===== src/pio_params.svh =====
`ifndef PIO_PARAMS_SVH
`define PIO_PARAMS_SVH
`define PIO_OFS_A_OE 8'h0C
`define PIO_OFS_B_OE 8'h0D
`define PIO_OFS_C_OE 8'h1A
`define PIO_OFS_D_OE 8'h1B
`define PIO_OFS_DRV_A 8'h08
`define PIO_OFS_DRV_B 8'h09
`define PIO_OFS_DRV_C 8'h16
`define PIO_OFS_DRV_D 8'h17
`define PIO_OFS_DIR_A 8'h04
`define PIO_OFS_DIR_B 8'h05
`define PIO_OFS_DIR_C 8'h12
`define PIO_OFS_DIR_D 8'h13
`define PIO_OFS_PMODE0 8'hB0
`define PIO_OFS_PMODE3 8'hC7
`define PIO_OFS_PCFG 8'hE0
`define PIO_PM0_APD_BIT 1
`define PIO_PM0_TURBO_OFF_BIT 3
`define PIO_PM3_FPD_BIT 1
`define PIO_PCFG_ZERO_PWR_BIT 0
`define PIO_PCFG_CSI_EN_BIT 1
`define PIO_PCFG_CLKIN_EN_BIT 2
`define PIO_PCFG_STATUS_PINS_BIT 3
`define PIO_PCFG_RDY_EN_BIT 4
`define PIO_PCFG_STBY_EN_BIT 5
`define PIO_PCFG_PERIPH_EN_BIT 6
`define PIO_C_MASK 8'h9C
`define PIO_D_MASK 8'h06
`define PIO_RESET_BYTE 8'h00
`define PIO_APD_TIMEOUT 16
`endif


===== src/pio_pkg.sv =====
package pio_pkg;
   typedef enum logic [2:0] {
      PIO_MODE_MCU,
      PIO_MODE_OMC,
      PIO_MODE_IMC,
      PIO_MODE_ADDR,
      PIO_MODE_PERIPH
   } pio_mode_t;
   typedef struct packed {
      logic [7:0] a;
      logic [7:0] b;
      logic [7:0] c;
      logic [7:0] d;
   } pio_port_bus_t;
   typedef enum {PIO_PWR_RUN, PIO_PWR_DOWN} pio_pwr_t;
endpackage : pio_pkg


===== src/pio_port_ctrl.sv =====
`timescale 1ns/1ps
`include "pio_params.svh"
// Functional notes
// - status bit 1 means driver on
// - port A/B status at 0Ch, 0Dh
// - port C status only bits 7,4,3,2
// - port D status only bits 2,1
// - port A status resets to 00h
// - port A has five pin modes
// - A0-3 fast slew, A4-7 open drain
// - port B four modes, no peripheral
// - B0-3 fast slew, B4-7 open drain
// - port C only pins 2,3,4,7 usable
// - status pins 3,4 used together exclusively
// - C3 optional ready/busy output
// - C4 optional backup-supply indicator
// - C2,3,4,7 selectable open drain
// - port D modes and fast slew
// - D1 clocks macrocells and idle counter
// - chip-select high forces memories standby
// - memories wake on address change only
// - idle counter timeout shuts bus buffers
// - non-address signals still reach logic
// - forced power-down bit enters power-down
// - status shows final output enable
// - B0h bit 1 enables idle counter
// - B0h bit 3 turns turbo off
module pio_port_ctrl #(
   parameter int APD_TIMEOUT = `PIO_APD_TIMEOUT
) (
   // clock and reset
   input wire logic clk_sys,
   input wire logic arst_n,
   // host register port
   input wire logic bus_wr,
   input wire logic bus_rd,
   input wire logic [7:0] bus_addr,
   input wire logic [7:0] bus_wdata,
   output logic [7:0] bus_rdata,
   input wire logic [15:0] cpu_addr,
   // per-port mode and logic-array sources
   input wire pio_pkg::pio_mode_t mode_a,
   input wire pio_pkg::pio_mode_t mode_b,
   input wire pio_pkg::pio_mode_t mode_c,
   input wire pio_pkg::pio_mode_t mode_d,
   input wire pio_pkg::pio_port_bus_t pt_oe,
   input wire pio_pkg::pio_port_bus_t pt_out,
   input wire pio_pkg::pio_port_bus_t mcu_out,
   input wire logic [7:0] addr_latched,
   input wire logic periph_sel,
   input wire logic periph_rd,
   input wire logic [7:0] periph_data,
   input wire logic [1:0] ecs,
   input wire logic flash_ready,
   input wire logic sram_on_backup,
   input wire logic isp_progress_flag,
   input wire logic isp_error_flag,
   // pins
   input wire pio_pkg::pio_port_bus_t pin_in,
   output pio_pkg::pio_port_bus_t pin_out,
   output pio_pkg::pio_port_bus_t pin_oe,
   output pio_pkg::pio_port_bus_t pin_fast_slew,
   output pio_pkg::pio_port_bus_t pin_open_drain,
   // logic-array and memory side
   output pio_pkg::pio_port_bus_t pin_to_array,
   output logic macrocell_clk_en,
   output logic mem_standby,
   output logic mem_wake,
   output logic bus_buf_off,
   output logic turbo_off,
   output logic logic_zero_power
);
   logic [7:0] dir_a, dir_b, dir_c, dir_d;
   logic [7:0] drv_a, drv_b, drv_c, drv_d;
   logic [7:0] pmode0, pmode3, pcfg;
   logic [7:0] s1_a, s1_b, s1_c, s1_d, s2_a, s2_b, s2_c, s2_d, s3_a, s3_b, s3_c, s3_d;
   logic [7:0] in_a, in_b, in_c, in_d;
   logic [15:0] addr_q;
   logic [$clog2(APD_TIMEOUT+1)-1:0] idle_cnt;
   logic apd_expired;
   logic clk_d1_prev;
   pio_pkg::pio_pwr_t pwr_state;
   logic [7:0] next_oe_a, next_oe_b, next_oe_c, next_oe_d;
   logic [7:0] next_out_a, next_out_b, next_out_c, next_out_d;
   logic status_pins, bus_act;
   // host-written control; status offsets not decoded for write
   always_ff @(posedge clk_sys or negedge arst_n) begin
      if (!arst_n) begin
         dir_a <= `PIO_RESET_BYTE;
         dir_b <= `PIO_RESET_BYTE;
         dir_c <= `PIO_RESET_BYTE;
         dir_d <= `PIO_RESET_BYTE;
         drv_a <= `PIO_RESET_BYTE;
         drv_b <= `PIO_RESET_BYTE;
         drv_c <= `PIO_RESET_BYTE;
         drv_d <= `PIO_RESET_BYTE;
         pmode0 <= `PIO_RESET_BYTE;
         pmode3 <= `PIO_RESET_BYTE;
         pcfg <= `PIO_RESET_BYTE;
      end else if (bus_wr) begin
         case (bus_addr)
            `PIO_OFS_DIR_A: dir_a <= bus_wdata;
            `PIO_OFS_DIR_B: dir_b <= bus_wdata;
            `PIO_OFS_DIR_C: dir_c <= bus_wdata & `PIO_C_MASK;
            `PIO_OFS_DIR_D: dir_d <= bus_wdata & `PIO_D_MASK;
            `PIO_OFS_DRV_A: drv_a <= bus_wdata;
            `PIO_OFS_DRV_B: drv_b <= bus_wdata;
            `PIO_OFS_DRV_C: drv_c <= bus_wdata & `PIO_C_MASK;
            `PIO_OFS_DRV_D: drv_d <= bus_wdata & `PIO_D_MASK;
            `PIO_OFS_PMODE0: pmode0 <= bus_wdata;
            `PIO_OFS_PMODE3: pmode3 <= bus_wdata;
            `PIO_OFS_PCFG: pcfg <= bus_wdata;
            default: ;
         endcase
      end
   end
   // pin synchronisers: change counts once stages 2 and 3 agree
   always_ff @(posedge clk_sys or negedge arst_n) begin
      if (!arst_n) begin
         {s1_a, s1_b, s1_c, s1_d} <= 32'h00000000;
         {s2_a, s2_b, s2_c, s2_d} <= 32'h00000000;
         {s3_a, s3_b, s3_c, s3_d} <= 32'h00000000;
         {in_a, in_b, in_c, in_d} <= 32'h00000000;
      end else begin
         {s1_a, s1_b, s1_c, s1_d} <= pin_in;
         {s2_a, s2_b, s2_c, s2_d} <= {s1_a, s1_b, s1_c, s1_d};
         {s3_a, s3_b, s3_c, s3_d} <= {s2_a, s2_b, s2_c, s2_d};
         in_a <= (s2_a & s3_a) | (in_a & (s2_a | s3_a));
         in_b <= (s2_b & s3_b) | (in_b & (s2_b | s3_b));
         in_c <= (s2_c & s3_c) | (in_c & (s2_c | s3_c));
         in_d <= (s2_d & s3_d) | (in_d & (s2_d | s3_d));
      end
   end
   assign status_pins = pcfg[`PIO_PCFG_STATUS_PINS_BIT];
   // final output enable and data per pin
   always_comb begin
      case (mode_a)
         pio_pkg::PIO_MODE_MCU: begin next_oe_a = dir_a; next_out_a = mcu_out.a; end
         pio_pkg::PIO_MODE_OMC: begin next_oe_a = pt_oe.a; next_out_a = pt_out.a; end
         pio_pkg::PIO_MODE_ADDR: begin next_oe_a = 8'hFF; next_out_a = addr_latched; end
         pio_pkg::PIO_MODE_PERIPH: begin
            next_oe_a = {8{periph_sel & periph_rd & pcfg[`PIO_PCFG_PERIPH_EN_BIT]}};
            next_out_a = periph_data;
         end
         default: begin next_oe_a = 8'h00; next_out_a = 8'h00; end
      endcase
      case (mode_b)
         pio_pkg::PIO_MODE_MCU: begin next_oe_b = dir_b; next_out_b = mcu_out.b; end
         pio_pkg::PIO_MODE_OMC: begin next_oe_b = pt_oe.b; next_out_b = pt_out.b; end
         pio_pkg::PIO_MODE_ADDR: begin next_oe_b = 8'hFF; next_out_b = addr_latched; end
         default: begin next_oe_b = 8'h00; next_out_b = 8'h00; end
      endcase
      case (mode_c)
         pio_pkg::PIO_MODE_MCU: begin next_oe_c = dir_c; next_out_c = mcu_out.c; end
         pio_pkg::PIO_MODE_OMC: begin next_oe_c = pt_oe.c; next_out_c = pt_out.c; end
         default: begin next_oe_c = 8'h00; next_out_c = 8'h00; end
      endcase
      if (status_pins) begin
         next_oe_c[4:3] = 2'b11;
         next_out_c[4:3] = {isp_error_flag, isp_progress_flag};
      end else begin
         if (pcfg[`PIO_PCFG_RDY_EN_BIT]) begin
            next_oe_c[3] = 1'b1;
            next_out_c[3] = flash_ready;
         end
         if (pcfg[`PIO_PCFG_STBY_EN_BIT]) begin
            next_oe_c[4] = 1'b1;
            next_out_c[4] = sram_on_backup;
         end
      end
      next_oe_c = next_oe_c & `PIO_C_MASK;
      next_out_c = next_out_c & `PIO_C_MASK;
      case (mode_d)
         pio_pkg::PIO_MODE_MCU: begin next_oe_d = dir_d; next_out_d = mcu_out.d; end
         pio_pkg::PIO_MODE_OMC: begin next_oe_d = 8'h06; next_out_d = {5'h00, ecs, 1'b0}; end
         default: begin next_oe_d = 8'h00; next_out_d = 8'h00; end
      endcase
      if (pcfg[`PIO_PCFG_CLKIN_EN_BIT]) next_oe_d[1] = 1'b0;
      if (pcfg[`PIO_PCFG_CSI_EN_BIT]) next_oe_d[2] = 1'b0;
      next_oe_d = next_oe_d & `PIO_D_MASK;
      next_out_d = next_out_d & `PIO_D_MASK;
   end
   // registered pins; status reads the same flops
   always_ff @(posedge clk_sys or negedge arst_n) begin
      if (!arst_n) begin
         pin_oe <= '0;
         pin_out <= '0;
         pin_fast_slew <= '0;
         pin_open_drain <= '0;
         pin_to_array <= '0;
      end else begin
         pin_oe <= {next_oe_a, next_oe_b, next_oe_c, next_oe_d};
         pin_out <= {next_out_a, next_out_b, next_out_c, next_out_d};
         pin_fast_slew <= {drv_a & 8'h0F, drv_b & 8'h0F, 8'h00, drv_d};
         pin_open_drain <= {drv_a & 8'hF0, drv_b & 8'hF0, drv_c, 8'h00};
         // non-address pins stay live in power-down
         pin_to_array <= {in_a, in_b, in_c & `PIO_C_MASK, in_d & `PIO_D_MASK};
      end
   end
   // register read-back
   always_ff @(posedge clk_sys or negedge arst_n) begin
      if (!arst_n) begin
         bus_rdata <= 8'h00;
      end else if (bus_rd) begin
         case (bus_addr)
            `PIO_OFS_A_OE: bus_rdata <= pin_oe.a;
            `PIO_OFS_B_OE: bus_rdata <= pin_oe.b;
            `PIO_OFS_C_OE: bus_rdata <= pin_oe.c & `PIO_C_MASK;
            `PIO_OFS_D_OE: bus_rdata <= pin_oe.d & `PIO_D_MASK;
            `PIO_OFS_DIR_A: bus_rdata <= dir_a;
            `PIO_OFS_DIR_B: bus_rdata <= dir_b;
            `PIO_OFS_DIR_C: bus_rdata <= dir_c;
            `PIO_OFS_DIR_D: bus_rdata <= dir_d;
            `PIO_OFS_DRV_A: bus_rdata <= drv_a;
            `PIO_OFS_DRV_B: bus_rdata <= drv_b;
            `PIO_OFS_DRV_C: bus_rdata <= drv_c;
            `PIO_OFS_DRV_D: bus_rdata <= drv_d;
            `PIO_OFS_PMODE0: bus_rdata <= pmode0;
            `PIO_OFS_PMODE3: bus_rdata <= pmode3;
            `PIO_OFS_PCFG: bus_rdata <= pcfg;
            default: bus_rdata <= 8'h00;
         endcase
      end
   end
   assign bus_act = bus_wr | bus_rd;
   // idle counter ticks on synced rising edges of pin D1
   always_ff @(posedge clk_sys or negedge arst_n) begin
      if (!arst_n) begin
         clk_d1_prev <= 1'b0;
         idle_cnt <= '0;
         apd_expired <= 1'b0;
      end else begin
         clk_d1_prev <= in_d[1];
         if (!pmode0[`PIO_PM0_APD_BIT] || bus_act) begin
            idle_cnt <= '0;
            apd_expired <= 1'b0;
         end else if (pcfg[`PIO_PCFG_CLKIN_EN_BIT] && in_d[1] && !clk_d1_prev) begin
            if (idle_cnt == ($bits(idle_cnt))'(APD_TIMEOUT - 1)) apd_expired <= 1'b1;
            else idle_cnt <= idle_cnt + 1'b1;
         end
      end
   end
   // power state and memory standby
   always_ff @(posedge clk_sys or negedge arst_n) begin
      if (!arst_n) begin
         pwr_state <= pio_pkg::PIO_PWR_RUN;
         bus_buf_off <= 1'b0;
         mem_standby <= 1'b1;
         mem_wake <= 1'b0;
         addr_q <= 16'h0000;
         turbo_off <= 1'b0;
         logic_zero_power <= 1'b0;
         macrocell_clk_en <= 1'b0;
      end else begin
         case (pwr_state)
            pio_pkg::PIO_PWR_RUN: if (apd_expired || pmode3[`PIO_PM3_FPD_BIT]) pwr_state <= pio_pkg::PIO_PWR_DOWN;
            pio_pkg::PIO_PWR_DOWN: if (!apd_expired && !pmode3[`PIO_PM3_FPD_BIT]) pwr_state <= pio_pkg::PIO_PWR_RUN;
            default: pwr_state <= pio_pkg::PIO_PWR_RUN;
         endcase
         bus_buf_off <= (pwr_state == pio_pkg::PIO_PWR_DOWN);
         if (pwr_state == pio_pkg::PIO_PWR_RUN) addr_q <= cpu_addr;
         // one-shot wake per address change, blocked by chip-select or power-down
         mem_wake <= (pwr_state == pio_pkg::PIO_PWR_RUN) && (cpu_addr != addr_q)
                     && !(pcfg[`PIO_PCFG_CSI_EN_BIT] && in_d[2]);
         mem_standby <= !((pwr_state == pio_pkg::PIO_PWR_RUN) && (cpu_addr != addr_q)
                     && !(pcfg[`PIO_PCFG_CSI_EN_BIT] && in_d[2]));
         turbo_off <= pmode0[`PIO_PM0_TURBO_OFF_BIT];
         logic_zero_power <= pcfg[`PIO_PCFG_ZERO_PWR_BIT];
         macrocell_clk_en <= pcfg[`PIO_PCFG_CLKIN_EN_BIT] && in_d[1] && !clk_d1_prev;
      end
   end
   status_ro_a: assert property (@(posedge clk_sys) disable iff (!arst_n)
      bus_rd && bus_addr == `PIO_OFS_A_OE |=> bus_rdata == $past(pin_oe.a))
      else $error("port A status read wrong");
   c_mask_a: assert property (@(posedge clk_sys) disable iff (!arst_n)
      (pin_oe.c & 8'h63) == 8'h00)
      else $error("port C test pins show enable");
   d_mask_a: assert property (@(posedge clk_sys) disable iff (!arst_n)
      (pin_oe.d & 8'hF9) == 8'h00)
      else $error("port D unused bits set");
   csi_standby_a: assert property (@(posedge clk_sys) disable iff (!arst_n)
      pcfg[`PIO_PCFG_CSI_EN_BIT] && in_d[2] |=> mem_standby && !mem_wake)
      else $error("memory woke under chip-select");
   fpd_enter_a: assert property (@(posedge clk_sys) disable iff (!arst_n)
      pmode3[`PIO_PM3_FPD_BIT] |-> ##2 bus_buf_off)
      else $error("forced power-down not entered");
   apd_restart_a: assert property (@(posedge clk_sys) disable iff (!arst_n)
      bus_act |=> idle_cnt == '0 && !apd_expired)
      else $error("bus activity did not restart counter");
   apd_off_a: assert property (@(posedge clk_sys) disable iff (!arst_n)
      !pmode0[`PIO_PM0_APD_BIT] |=> !apd_expired)
      else $error("counter ran while disabled");
   down_no_wake_a: assert property (@(posedge clk_sys) disable iff (!arst_n)
      bus_buf_off |-> !mem_wake)
      else $error("memory woke in power-down");
   turbo_a: assert property (@(posedge clk_sys) disable iff (!arst_n)
      ##1 turbo_off == $past(pmode0[`PIO_PM0_TURBO_OFF_BIT]))
      else $error("turbo control not followed");
endmodule : pio_port_ctrl


===== config.mk =====
export PLATFORM = sky130hd
export DESIGN_NAME = pio_port_ctrl
export DESIGN_NICKNAME = d
export VERILOG_FILES = /design/src/pio_pkg.sv /design/src/pio_port_ctrl.sv
export VERILOG_INCLUDE_DIRS = /design/src
export SDC_FILE = /design/constraint.sdc
export NUM_CORES = 1
export LEC_CHECK = 0
export BUFFER_PORTS_ARGS = -buffer_cell sky130_fd_sc_hd__buf_2
export CORE_ASPECT_RATIO = 0.5
export CORE_MARGIN = 2
export CORE_UTILIZATION = 50
export DETAILED_ROUTE_END_ITERATION = 10
export GPL_TIMING_DRIVEN = 0
export HOLD_SLACK_MARGIN = 0.06
export PLACE_DENSITY = 0.8
export SLEW_MARGIN = 10
export SYNTH_ARGS = -nofsm -noshare
export SYNTH_HDL_FRONTEND = slang
export SYNTH_SLANG_ARGS = --single-unit

===== constraint.sdc =====
create_clock -name clk_sys -period 2.6 [get_ports clk_sys]
set_clock_uncertainty 0.15 [all_clocks]
set_input_delay 0.26 -clock clk_sys [delete_from_list [all_inputs] [get_ports clk_sys]]
set_output_delay 0.26 -clock clk_sys [all_outputs]
set_load 0.01 [all_outputs]

==> Word-level counts from Yosys, hierarchy flattened <==
Cells that the tools add are included.
{ "totals": {"ff_bits": 353, "inputBits": 200} }
{ "op_classes": {"n_addsub": 1, "eq_ne": 29, "muxes": 26, "n_bitwise": 19, "reduce_logical": 36} }
{ "ops": {"columns": ["cell", "n"], "rows": [
  ["8-bit case mux with 15 select lines", 1],
  ["8-bit bitwise AND", 8],
  ["32-bit logical NOT", 2],
  ["32-bit 2-to-1 mux", 2],
  ["8-bit bitwise OR", 8],
  ["32-bit case mux with 2 select lines", 1],
  ["8-bit case mux with 4 select lines", 2],
  ["8-bit by 5-bit == test with 1-bit output (second input constant)", 6],
  ["8-bit case mux with 3 select lines", 2],
  ["32-bit by 1-bit == test with 1-bit output (second input constant)", 1],
  ["32-bit by 2-bit == test with 1-bit output (second input constant)", 1],
  ["8-bit by 4-bit == test with 1-bit output (second input constant)", 4],
  ["8-bit case mux with 2 select lines", 2],
  ["2-bit AND reduction", 14],
  ["8-bit == test (second input constant)", 3],
  ["8-bit by 3-bit == test with 1-bit output (second input constant)", 2],
  ["16-bit != test", 1],
  ["5-bit 2-to-1 mux", 3],
  ["3-bit by 1-bit == test with 1-bit output (second input constant)", 4],
  ["3-bit logical NOT", 4],
  ["3-bit case mux with 2 select lines", 2],
  ["1-bit 2-to-1 mux", 9],
  ["3-bit by 2-bit == test with 1-bit output (second input constant)", 2],
  ["1-bit logical AND", 6],
  ["10 further kinds", 21]
]} }

==> Depth between registers and ports, before layout <==
Gate-level depths: netlist (run 1).
{ "logic_depth": {"word_depth": 4, "depth_mapped": 7} }

==> Worst setup path after synthesis (run 1) <==
No wires, ideal clock.
{ "synth_timing": {"path_kind": "flip-flop to flip-flop", "startpoint": "reg idle_cnt[0]", "endpoint": "reg idle_cnt[3]", "t_arrival_ns": 1.795, "t_required_ns": 2.327, "slack_ns": 0.532, "path_stages_with_launch": 8, "path_buffers": 0, "synth_period_minus_slack_ns": 2.068, "path_cell_list": "dfrtp_1 -> ha_1 -> and3_1 -> ha_1 -> nor3_1 -> nand4_1 -> xor2_1 -> nor2_1"} }
{ "synth_via": {"elab_chain_cells": 4, "word_cells_on_any_way": 7} }
{ "synth_lines": {"columns": ["item", "line_no", "source"], "rows": [
  ["start, declared", "pio_port_ctrl.sv:79", "logic [$clog2(APD_TIMEOUT+1)-1:0] idle_cnt;"],
  ["start signal, assigned", "pio_port_ctrl.sv:239", "else idle_cnt <= idle_cnt + 1'b1;"],
  ["5-bit by 1-bit adder with 5-bit output", "pio_port_ctrl.sv:239", null],
  ["5-bit 2-to-1 mux", "pio_port_ctrl.sv:238", "if (idle_cnt == ($bits(idle_cnt))'(APD_TIMEOUT - 1)) apd_expired <= 1'b1;"],
  ["5-bit 2-to-1 mux", "pio_port_ctrl.sv:237", "end else if (pcfg[`PIO_PCFG_CLKIN_EN_BIT] && in_d[1] && !clk_d1_prev) begin"],
  ["5-bit 2-to-1 mux", "pio_port_ctrl.sv:234", "if (!pmode0[`PIO_PM0_APD_BIT] || bus_act) begin"]
]} }
Parallel ways exist; a longest one is shown, timed or not. The select of a mux whose other input is x is not followed.
A chain may end at the register's enable or synchronous reset.

==> Worst setup path in the final report (run 1) <==
Ends and elaborated chain as after synthesis.

==> results of run 1 <==
-- per-stage QoR --
| step | area, um^2 | util | hold WS, ps | std cells |
|---|---|---|---|---|
| after CTS | 15000 | 0.692 | 66.5 | 1583 |
| after detailed placement | 13000 | 0.600 | 180 | 1421 |
| after global placement | 12900 | 0.597 | 183 | 1419 |
| final | 15000 | 0.692 | 85.4 | 1584 |
| after global routing | 15000 | 0.692 | 86.1 | 1583 |
| after floorplan | 11300 | - | -186 | 867 |
-- sequential cells by signal (all words and copies together), names as in the netlist, 8 cells and up --
| signal | flops |
|---|---|
| addr_q | 16 |
| bus_rdata | 8 |
| dir_a | 8 |
| dir_b | 8 |
| drv_a | 8 |
| drv_b | 8 |
| in_a | 8 |
| in_b | 8 |
| pcfg | 8 |
| pin_fast_slew | 10 |
| pin_oe | 22 |
| pin_open_drain | 12 |
| pin_out | 22 |
| pin_to_array | 22 |
| pmode0 | 8 |
| pmode3 | 8 |
| s1_a | 8 |
| s1_b | 8 |
| s2_a | 8 |
| s2_b | 8 |
| s3_a | 8 |
| s3_b | 8 |
-- logic make-up after synthesis --
family,after synthesis,synth area share
buffers and inverters,106,0.0622
other,1,0.000341
flip-flops,281,0.639
AO/OA/AOI/OAI,123,0.0844
AND/OR/NAND/NOR,127,0.0605
adder cells (fa/ha/maj),24,0.0223
multiplexers,115,0.116
XOR/XNOR,19,0.0151
-- per-layer routing --
metal / GRT usage / vias to the layer above / wire (um)
li1: - / 3647 / -
met1: 0.304 / 4165 / 11300
met2: 0.469 / 378 / 15800
met3: 0.0582 / 107 / 2000
met4: 0.130 / 0 / 1430
met5: 0 / - / 0
-- where the power goes --
part	total [mW]	leakage (nW)	internal [mW]	switching, mW
registers	4.75	3.58	4.62	0.133
logic	1.08	3.51	0.536	0.549
clock network	3.74	0.401	2.14	1.60
total	9.58	7.49	7.29	2.29
-- synth_stat cells, types with 2 or more instances --
| master | n |
|---|---|
| nor2_4 | 2 |
| clkbuf_1 | 16 |
| xnor2_1 | 11 |
| a221oi_1 | 4 |
| nand3_2 | 2 |
| a221o_1 | 16 |
| and4_1 | 3 |
| nand3_1 | 8 |
| buf_1 | 2 |
| nand2_1 | 35 |
| a22oi_1 | 14 |
| a22o_1 | 18 |
| dfrtp_1 | 280 |
| nor4_1 | 4 |
| buf_4 | 73 |
| inv_1 | 5 |
| nor2_1 | 38 |
| nor3_1 | 5 |
| mux2i_1 | 22 |
| a32oi_1 | 9 |
| o2bb2ai_1 | 3 |
| nand4_1 | 5 |
| a21oi_1 | 26 |
| maj3_1 | 22 |
| buf_2 | 9 |
| and3_1 | 4 |
| nand3b_1 | 2 |
| a222oi_1 | 3 |
| mux2_2 | 92 |
| o32a_1 | 2 |
| xor2_1 | 8 |
| o21ai_0 | 16 |
| ha_1 | 2 |
| nor2b_1 | 4 |
| nor3b_1 | 3 |
| a211oi_1 | 4 |
-- critical path, delay by kind of cell, from the launching register on --
family                     cells  cell delay, ps
and+or+nand+nor                4            1010
DFF                            1             410
xor gates and xnor gates       1             180
adders and majority gates      2             410
-- path summary, 6_finish.rpt --
kind | slack (ps) | from | endpoint | cells after the start
worst max-delay path | 320 | idle_cnt[0]$_DFFE_PN0P_ | idle_cnt[3]$_DFFE_PN0P_ | 7
worst min-delay path | 90 | bus_wr | dir_d[2]$_DFFE_PN0P_ | 3
worst max register to register | 320 | idle_cnt[0]$_DFFE_PN0P_ | idle_cnt[3]$_DFFE_PN0P_ | 7
worst min register to register | 200 | s1_b[0]$_DFF_PN0_ | s2_b[0]$_DFF_PN0_ | 0
max in group asynchronous | 700 | arst_n | mem_standby$_DFF_PN1_ | 4
min in group asynchronous | 210 | arst_n | pin_open_drain[23]$_DFF_PN0_ | 2
-- repair_timing --
item	CTS	global route
setup buffers	0	0
endpoints found under the hold margin	247	0
hold buffers	118	0
-- cell type report --
cell class	instances	share of cell area
Sequential cell	281	0.470
Clock buffer	33	0.0451
Antenna cell	1	0.000167
Tap cell	300	0.0251
Inverter	5	0.00125
Clock inverter	11	0.00936
Multi-Input combinational cell	480	0.237
Buffer	101	0.0445
Timing Repair Buffer	372	0.167
==> summary.txt, run 1 <==
Detailed routing
  • Avg WL per Cell: 19.3 um
  • Initial DRC Count: 676
  • # DRC: 0
  • Via Count: 8297
  • ANT nets after route: 0
  • Number of vias per cell: 5.24
  • Drt pass-1 iters: 6
  • Routed wire length: 30500 um

Floorplan
  • Vert. Die Dim: 109 um
  • I/O pin total: 374
  • Cell row count: 38
  • Die area: 23300 um^2
  • Initial Util: 0.509
  • Core Area: 21600 um^2
  • Horiz. Die Dim: 214 um

Timing
  • Final Cycle Share: 0.877
  • Worst-margin pin slew: 1270 ps
  • Max Freq: 438 MHz
  • RSZ-0062 raised after global routing: false
  • Max Slew Vio Count: 0
  • Setup-failing EPs final: 0
  • Hold Fails Final Rpt: 0
  • Setup TNS: 0 ps
  • Worst slew margin: 0.149
  • Final setup margin: 319 ps
  • Fin crit period: 2280 ps

GRT
  • Initial antenna violation count: 0
  • Grt ovf: 0
  • Total GRT Usage: 0.263
  • First-pass GRT wire length: 46500 um
  • Vias in the first global route: 8694
  • Largest net degree at the start of global routing: 115

Worst setup path
  • CP arrival: 2540 ps
  • CP required: 2860 ps
  • CP Class: reg -> reg
  • Crit Path Max Fanout: 6
  • CP Launch Type: flop
  • Slowest CP cell: nor3_1
  • Critical Path End Type: flop
  • CP cell instances: ha_1 > and3_1 > ha_1 > nor3_1 > nand4_1 > xor2_1 > nor2_1
  • Crit path top cell by count: ha_1
  • CP max stage delay: 580 ps

Power and ir drop
  • Leakage: 7.49 nW
  • Total power: 9.58 mW
  • Max rail drop VDD: 0.411 mV
  • PwrDens: 640 nW/um^2

Placement
  • Buffers added on ports: 252
  • HPWL Detailed: 20600 um
  • GP Congestion: 0.926
  • Pre-CTS setup slack: 195 ps

Layout
  • Share of layout cells above drive strength 1: 0.374
  • Nets@finish: 1468
  • Multi-input gate area: 3550 um^2
  • Most frequent cells in the layout: dfrtp_1 (280), buf_2 (260), dlygate4sd3_1 (118), mux2_2 (92), buf_4 (73)
  • Seq. cell area: 7030 um^2
  • Fill count: 1503
  • Area Overhead vs Synth: 36.1%
  • Most common cell after layout, fill and taps aside: dfrtp_1

Synthesis
  • Ys async rst share: 1.00
  • Synth Cell Area: 11000 um^2
  • Synth Instances: 796
  • Post-synth top area share: 0.637
  • FF+latch count, synth: 281
  • EDFF count, synth: 0
  • Cell variety after synth: 60
  • Area contributors post-synth: dfrtp_1 (64%), mux2_2 (9.4%), buf_4 (5.0%), maj3_1 (2.0%), mux2i_1 (2.0%)
  • Synth area leader: dfrtp_1
  • Syn avg cell area: 13.8 um^2
  • Post-synthesis sequential area ratio: 0.639
  • Ys Warns: 0
  • Main synth FF type: dfrtp_1

CTS
  • H-tree depth: 1
  • CTS Root Cell: clkbuf_16
  • Clock Sinks: 281
  • CTS tree: built
  • CTS clock-pin slew for the worst setup and hold paths: 70 ps
  • Worst-Skew Late Latency: 540 ps
  • PostCTS Resize Cnt: 0
  • CTS Buf Count: 25
  • Clock buffer depth: 3

Status
  • Status: completed

Worst hold path
  • Worst min path class: in -> reg

Job
  • MaxCap Viol Count: 0
Power figures use the tool's default switching activity.
==> run 2: changes to the inputs <==
Settings changed: CORE_UTILIZATION 50 to 52, CTS_BUF_LIST set to sky130_fd_sc_hd__clkbuf_4 sky130_fd_sc_hd__clkbuf_8, PLACE_DENSITY 0.8 to 0.82.
==> summary.txt, run 2 (synthesis gave the netlist of run 1 again) <==
GRT
  • Initial antenna violation count: 3 (+3)
  • Vias in the first global route: 8969 (+3.2%)
  • Grt ovf: 0 (unchanged)
  • Largest net degree at the start of global routing: 105 (-8.7%)
  • Total GRT Usage: 0.284 (+0.0206)
  • First-pass GRT wire length: 48500 um (+4.4%)

Worst setup path
  • CP max stage delay: 640 ps (+60 ps)
  • CP required: 2880 ps (+20 ps)
  • Top delay family on crit path: simple AND/OR/NAND/NOR gates
  • CP Class: reg -> reg
  • Worst Path Buf+Inv: 0 (unchanged)
  • Crit path top cell by count: ha_1
  • R2r setup slk: 200 ps (-120 ps)
  • CP Launch Type: flop
  • Reg2Reg Capture Point: idle_cnt[3]$_DFFE_PN0P_
  • Crit Path Max Fanout: 6 (unchanged)
  • Reg2reg start: idle_cnt[0]$_DFFE_PN0P_
  • CP arrival: 2680 ps (+140 ps)
  • Slowest CP cell: nor3_1
  • CP cell instances: ha_1 > and3_1 > ha_1 > nor3_1 > nand4_1 > xor2_1 > nor2_1
  • Critical Path End Type: flop
  • Stages on worst setup path: 7 (unchanged)
  • R2r worst-path depth: 7 (unchanged)

Layout
  • Post-layout util: 0.727 (+0.0351)
  • Most frequent cells in the layout: dfrtp_1 (280), buf_2 (260), dlygate4sd3_1 (125), mux2_2 (92), buf_4 (73)
  • Area Overhead vs Synth: 36.4%
  • Biggest registers after layout: pin_oe: 22 flops, pin_out: 22 flops, pin_to_array: 22 flops
  • Share of layout cells above drive strength 1: 0.389 (+0.0145)
  • Cell area after layout: 15000 um^2 (+0.28%)
  • Most common cell after layout, fill and taps aside: dfrtp_1
  • Nets@finish: 1489 (+1.4%)
  • Final std cells w/o fill: 1591 (+0.44%)

Placement
  • GP Congestion: 0.930 (+0.41%)
  • Placed Cells: 1394 (-1.9%)
  • HPWL Detailed: 20300 um (-1.2%)
  • Buffers added on ports: 252 (unchanged)
  • Placed inst area: 12900 um^2 (-0.26%)

Power and ir drop
  • Leakage: 7.56 nW (+1.0%)
  • Max rail drop VDD: 0.355 mV (-14%)
  • Clock power frac: 0.383 (-0.007)
  • PwrDens: 632 nW/um^2 (-1.3%)
  • Internal power: 7.07 mW (-3.1%)
  • Sequential share of power: 0.501 (+0.005)
  • NetSw: 2.42 mW (+5.8%)
  • Power share of the combinational group: 0.116 (+0.003)
  • Sw Share: 0.255 (+0.0162)

Floorplan
  • Die area: 22400 um^2 (-3.7%)
  • Initial Util: 0.533 (+0.0243)
  • Core Area: 20600 um^2 (-4.6%)
  • Cell row count: 37 (-2.6%)
  • I/O pin total: 374 (unchanged)
  • Horiz. Die Dim: 210 um (-1.9%)
  • Vert. Die Dim: 107 um (-1.9%)

Detailed routing
  • # DRC: 0 (unchanged)
  • Drt pass-1 iters: 5 (-1)
  • ANT nets after route: 0 (unchanged)
  • Via Count: 8414 (+1.4%)
  • Initial DRC Count: 624 (-7.7%)
  • Avg WL per Cell: 20.0 um (+3.7%)
  • Number of vias per cell: 5.29 (+0.96%)
  • Routed wire length: 31800 um (+4.1%)

Worst hold path
  • Hold depth: 3 (unchanged)
  • Hold endpoint: dir_d[2]$_DFFE_PN0P_
  • Hold Path Origin: bus_wr
  • Worst min path class: in -> reg

CTS
  • Clock Sinks: 281 (unchanged)
  • PostCTS Resize Cnt: 0 (unchanged)
  • CTS Root Cell: clkbuf_8
  • H-tree depth: 2 (+1)
  • Worst-Skew Late Latency: 560 ps (+20 ps)
  • CTS tree: built
  • CTS Buf Count: 39 (+56%)
  • Clock buffer depth: 3 (unchanged)
  • CTS clock-pin slew for the worst setup and hold paths: 70 ps (about the same)

Timing
  • Final Cycle Share: 0.925 (+0.0475)
  • Max Freq: 416 MHz (-5.1%)
  • Worst slew margin: 0.317 (+0.169)
  • RSZ-0062 raised after global routing: false
  • Max Slew Vio Count: 0 (unchanged)
  • Hold Fails Final Rpt: 0 (unchanged)
  • Worst-margin pin slew: 1020 ps (-252 ps)
  • Setup-failing EPs final: 0 (unchanged)
  • Fin crit period: 2400 ps (+123 ps)

Status
  • Status: completed

Job
  • MaxCap Viol Count: 0 (unchanged)
-- run 2: routing by layer --
metal / track usage / vias up / part of all wire
met2: 0.509 / 430 / 0.52
met1: 0.320 / 4176 / 0.37
li1: - / 3698 / -
met3: 0.0650 / 110 / 0.067
met4: 0.153 / 0 / 0.049
met5: 0 / - / 0
-- run 2: per-stage QoR --
stage	worst slack (ps)	power [mW]	setup TNS [ps]	hold slack, ps
after floorplan	532	5.26	0	-186
after global placement	-3610	5.69	-1003750	183
after detailed placement	256	5.73	0	148
after CTS	261	9.47	0	64.2
after global routing	41.3	9.85	0	97.9
final	195	9.48	0	85.4
-- run 2: cell type report --
type | count | area [um^2]
antenna | 3 | 7.51
tap | 273 | 342
inverter | 5 | 18.8
fill | 1335 | 5630
multi-input combinational | 480 | 3550
sequential | 281 | 7030
buffer | 101 | 666
timing repair buffer | 379 | 2580
clock inverter | 11 | 93.8
clock buffer | 58 | 723
-- run 2: how the worst max path moves through the flow --
stage | endpoint | start | slack [ps]
floorplan | idle_cnt[3]$_DFFE_PN0P_ | idle_cnt[0]$_DFFE_PN0P_ | 530
global placement | pin_to_array[30]$_DFF_PN0_ | arst_n | -3610
detailed placement | pmode0[5]$_DFFE_PN0P_ | bus_addr[1] | 260
CTS | idle_cnt[3]$_DFFE_PN0P_ | idle_cnt[0]$_DFFE_PN0P_ | 260
global route | idle_cnt[3]$_DFFE_PN0P_ | idle_cnt[0]$_DFFE_PN0P_ | 40
finish | idle_cnt[3]$_DFFE_PN0P_ | idle_cnt[0]$_DFFE_PN0P_ | 200
-- run 2: worst reg2reg max path, cell delays in order, from the launching register on --
cell	delay [ps]
dfrtp_1	410
ha_1	230
and3_1	200
ha_1	210
nor3_1	640
nand4_1	200
xor2_1	190
nor2_1	70
-- run 2: power groups by stage --
| stage | clock network (mW) | registers (mW) | logic, mW |
|---|---|---|---|
| after floorplan | 0 | 4.84 | 0.419 |
| after global placement | 0 | 4.82 | 0.867 |
| after detailed placement | 0 | 4.83 | 0.904 |
| after CTS | 3.66 | 4.75 | 1.06 |
| after global routing | 3.90 | 4.77 | 1.18 |
| final | 3.63 | 4.75 | 1.10 |
-- run 2: what timing repair did --
| action | 4_1_cts | 5_1_grt |
|---|---|---|
| buffers inserted | 0 | 0 |
| hold buffers | 125 | 0 |
| hold endpoints to repair | 239 | 0 |
==> run 3: changes to the inputs <==
Settings changed: CORE_UTILIZATION 52 to 40, PLACE_DENSITY 0.82 to 0.66.
==> summary.txt, run 3 (synthesis gave the netlist of run 1 again) <==
Floorplan
  • Initial Util: 0.411 (-0.122)
  • Cell row count: 42 (+14%)
  • I/O pin total: 374 (unchanged)
  • Die area: 28900 um^2 (+29%)
  • Vert. Die Dim: 121 um (+13%)
  • Horiz. Die Dim: 239 um (+14%)
  • Core Area: 26700 um^2 (+30%)

Detailed routing
  • ANT nets after route: 0 (unchanged)
  • Routed wire length: 30900 um (-2.8%)
  • Number of vias per cell: 4.89 (-7.6%)
  • Drt pass-1 iters: 5 (unchanged)
  • Avg WL per Cell: 18.5 um (-7.4%)
  • # DRC: 0 (unchanged)
  • Via Count: 8160 (-3.0%)
  • Initial DRC Count: 496 (-21%)

CTS
  • Worst-Skew Late Latency: 560 ps (about the same)
  • CTS clock-pin slew for the worst setup and hold paths: 70 ps (about the same)
  • Clock Sinks: 281 (unchanged)
  • CTS Hold Bufs: 125 (unchanged)
  • CTS tree: built
  • CTS Buf Count: 41 (+5.1%)
  • Clock buffer depth: 3 (unchanged)
  • Post-CTS Setup Bufs: 0 (unchanged)
  • CTS Root Cell: clkbuf_8
  • PostCTS Resize Cnt: 0 (unchanged)
  • H-tree depth: 2 (unchanged)

Worst setup path
  • R2r setup slk: 320 ps (+130 ps)
  • CP arrival: 2560 ps (-120 ps)
  • Reg2reg start: idle_cnt[0]$_DFFE_PN0P_
  • CP max stage delay: 580 ps (-60 ps)
  • Slowest CP cell: nor3_1
  • CP Class: reg -> reg
  • CP cell instances: ha_1 > and3_1 > ha_1 > nor3_1 > nand4_1 > xor2_1 > nor2_1
  • R2r worst-path depth: 7 (unchanged)
  • Stages on worst setup path: 7 (unchanged)
  • Worst Path Buf+Inv: 0 (unchanged)
  • CP required: 2890 ps (about the same)
  • Critical Path End Type: flop
  • Crit path top cell by count: ha_1
  • Crit Path Max Fanout: 6 (unchanged)
  • Top delay family on crit path: simple AND/OR/NAND/NOR gates
  • Reg2Reg Capture Point: idle_cnt[3]$_DFFE_PN0P_
  • CP Launch Type: flop

Layout
  • Post-layout util: 0.567 (-0.160)
  • Diode count: 0 (-3)
  • Multi-input gate area: 3550 um^2 (unchanged)
  • Biggest registers after layout: pin_oe: 22 flops, pin_out: 22 flops, pin_to_array: 22 flops
  • Most common cell after layout, fill and taps aside: dfrtp_1
  • Seq. cell area: 7030 um^2 (unchanged)
  • Nets@finish: 1491 (+0.13%)
  • Area Overhead vs Synth: 37.8%
  • Fill count: 2224 (+67%)
  • Most frequent cells in the layout: dfrtp_1 (280), buf_2 (260), dlygate4sd3_1 (125), mux2_2 (92), buf_4 (73)
  • Share of layout cells above drive strength 1: 0.390 (+0.000928)

GRT
  • First-pass GRT wire length: 47400 um (-2.3%)
  • Initial antenna violation count: 0 (-3)
  • Largest net degree at the start of global routing: 100 (-4.8%)
  • Vias in the first global route: 8728 (-2.7%)
  • Total GRT Usage: 0.215 (-0.0689)
  • Grt ovf: 0 (unchanged)

Status
  • Status: completed

Timing
  • Fin crit period: 2280 ps (-130 ps)
  • Hold Fails Final Rpt: 0 (unchanged)
  • Final Cycle Share: 0.875 (-0.0499)
  • Max Freq: 440 MHz (+5.7%)
  • Worst-margin pin slew: 1100 ps (+73.6 ps)
  • Worst slew margin: 0.268 (-0.0492)
  • Setup-failing EPs final: 0 (unchanged)
  • RSZ-0062 raised after global routing: false
  • Max Slew Vio Count: 0 (unchanged)

Worst hold path
  • Worst min path class: in -> reg
  • Hold depth: 4 (+1)
  • Hold endpoint: dir_d[1]$_DFFE_PN0P_
  • Hold Path Origin: bus_addr[2]

Power and ir drop
  • NetSw: 2.34 mW (-3.3%)
  • Max rail drop VDD: 0.287 mV (-19%)
  • Clock power frac: 0.391 (+0.008)
  • Sw Share: 0.244 (-0.0111)
  • Leakage: 7.59 nW (+0.29%)
  • Sequential share of power: 0.495 (-0.006)
  • Power share of the combinational group: 0.113 (-0.003)
  • PwrDens: 632 nW/um^2 (+0.12%)
  • Internal power: 7.25 mW (+2.6%)
  • Total power: 9.59 mW (+1.1%)

Placement
  • GP Congestion: 0.912 (-2.0%)
  • Buffers added on ports: 252 (unchanged)
  • HPWL Detailed: 21900 um (+7.7%)

Job
  • MaxCap Viol Count: 0 (unchanged)
run 3: worst reg2reg max path, cell delays in order, from the launching register on:
cell	delay (ps)
dfrtp_1	410
ha_1	220
and3_1	180
ha_1	200
nor3_1	580
nand4_1	200
xor2_1	180
nor2_1	60
run 3: power groups by stage:
stage               sequential, mW  combinational [mW]  clock (mW)
finish                        4.75                1.09        3.75
global route                  4.77                1.18        4.08
CTS                           4.75                1.08        3.88
detailed placement            4.83               0.924           0
global placement              4.82               0.893           0
floorplan                     4.84               0.419           0
run 3: worst max-delay path by stage:
stage | end | slack, ps | startpoint
floorplan | idle_cnt[3]$_DFFE_PN0P_ | 530 | idle_cnt[0]$_DFFE_PN0P_
global placement | pin_to_array[28]$_DFF_PN0_ | -3830 | arst_n
detailed placement | pcfg[3]$_DFFE_PN0P_ | 160 | bus_addr[3]
CTS | idle_cnt[3]$_DFFE_PN0P_ | 320 | idle_cnt[0]$_DFFE_PN0P_
global route | idle_cnt[3]$_DFFE_PN0P_ | 220 | idle_cnt[0]$_DFFE_PN0P_
finish | idle_cnt[3]$_DFFE_PN0P_ | 320 | idle_cnt[0]$_DFFE_PN0P_
run 3: metal layers:
metal  global-route usage  wire (um)
met1                0.244      11700
met2                0.379      15800
met3               0.0562       2020
met4                0.105       1300
met5                    0          0
run 3: metrics by stage:
| step | setup TNS [ps] | std cells | hold slack, ps | cell area, um^2 | worst slack (ps) |
|---|---|---|---|---|---|
| finish | 0 | 1669 | 122 | 15200 | 325 |
| global route | 0 | 1669 | 127 | 15200 | 217 |
| CTS | 0 | 1669 | 75.2 | 15200 | 315 |
| detailed placement | 0 | 1473 | 152 | 13000 | 162 |
| global placement | -1065600 | 1471 | 183 | 13000 | -3830 |
| floorplan | 0 | 867 | -186 | 11300 | 532 |
run 3: area by class of cell:
| class | count | share of cell area |
|---|---|---|
| timing repair buffer | 379 | 0.170 |
| inverter | 5 | 0.00124 |
| buffer | 101 | 0.0439 |
| multi-input combinational | 480 | 0.234 |
| tap | 352 | 0.0290 |
| clock inverter | 10 | 0.00726 |
| clock buffer | 61 | 0.0504 |
| sequential | 281 | 0.464 |
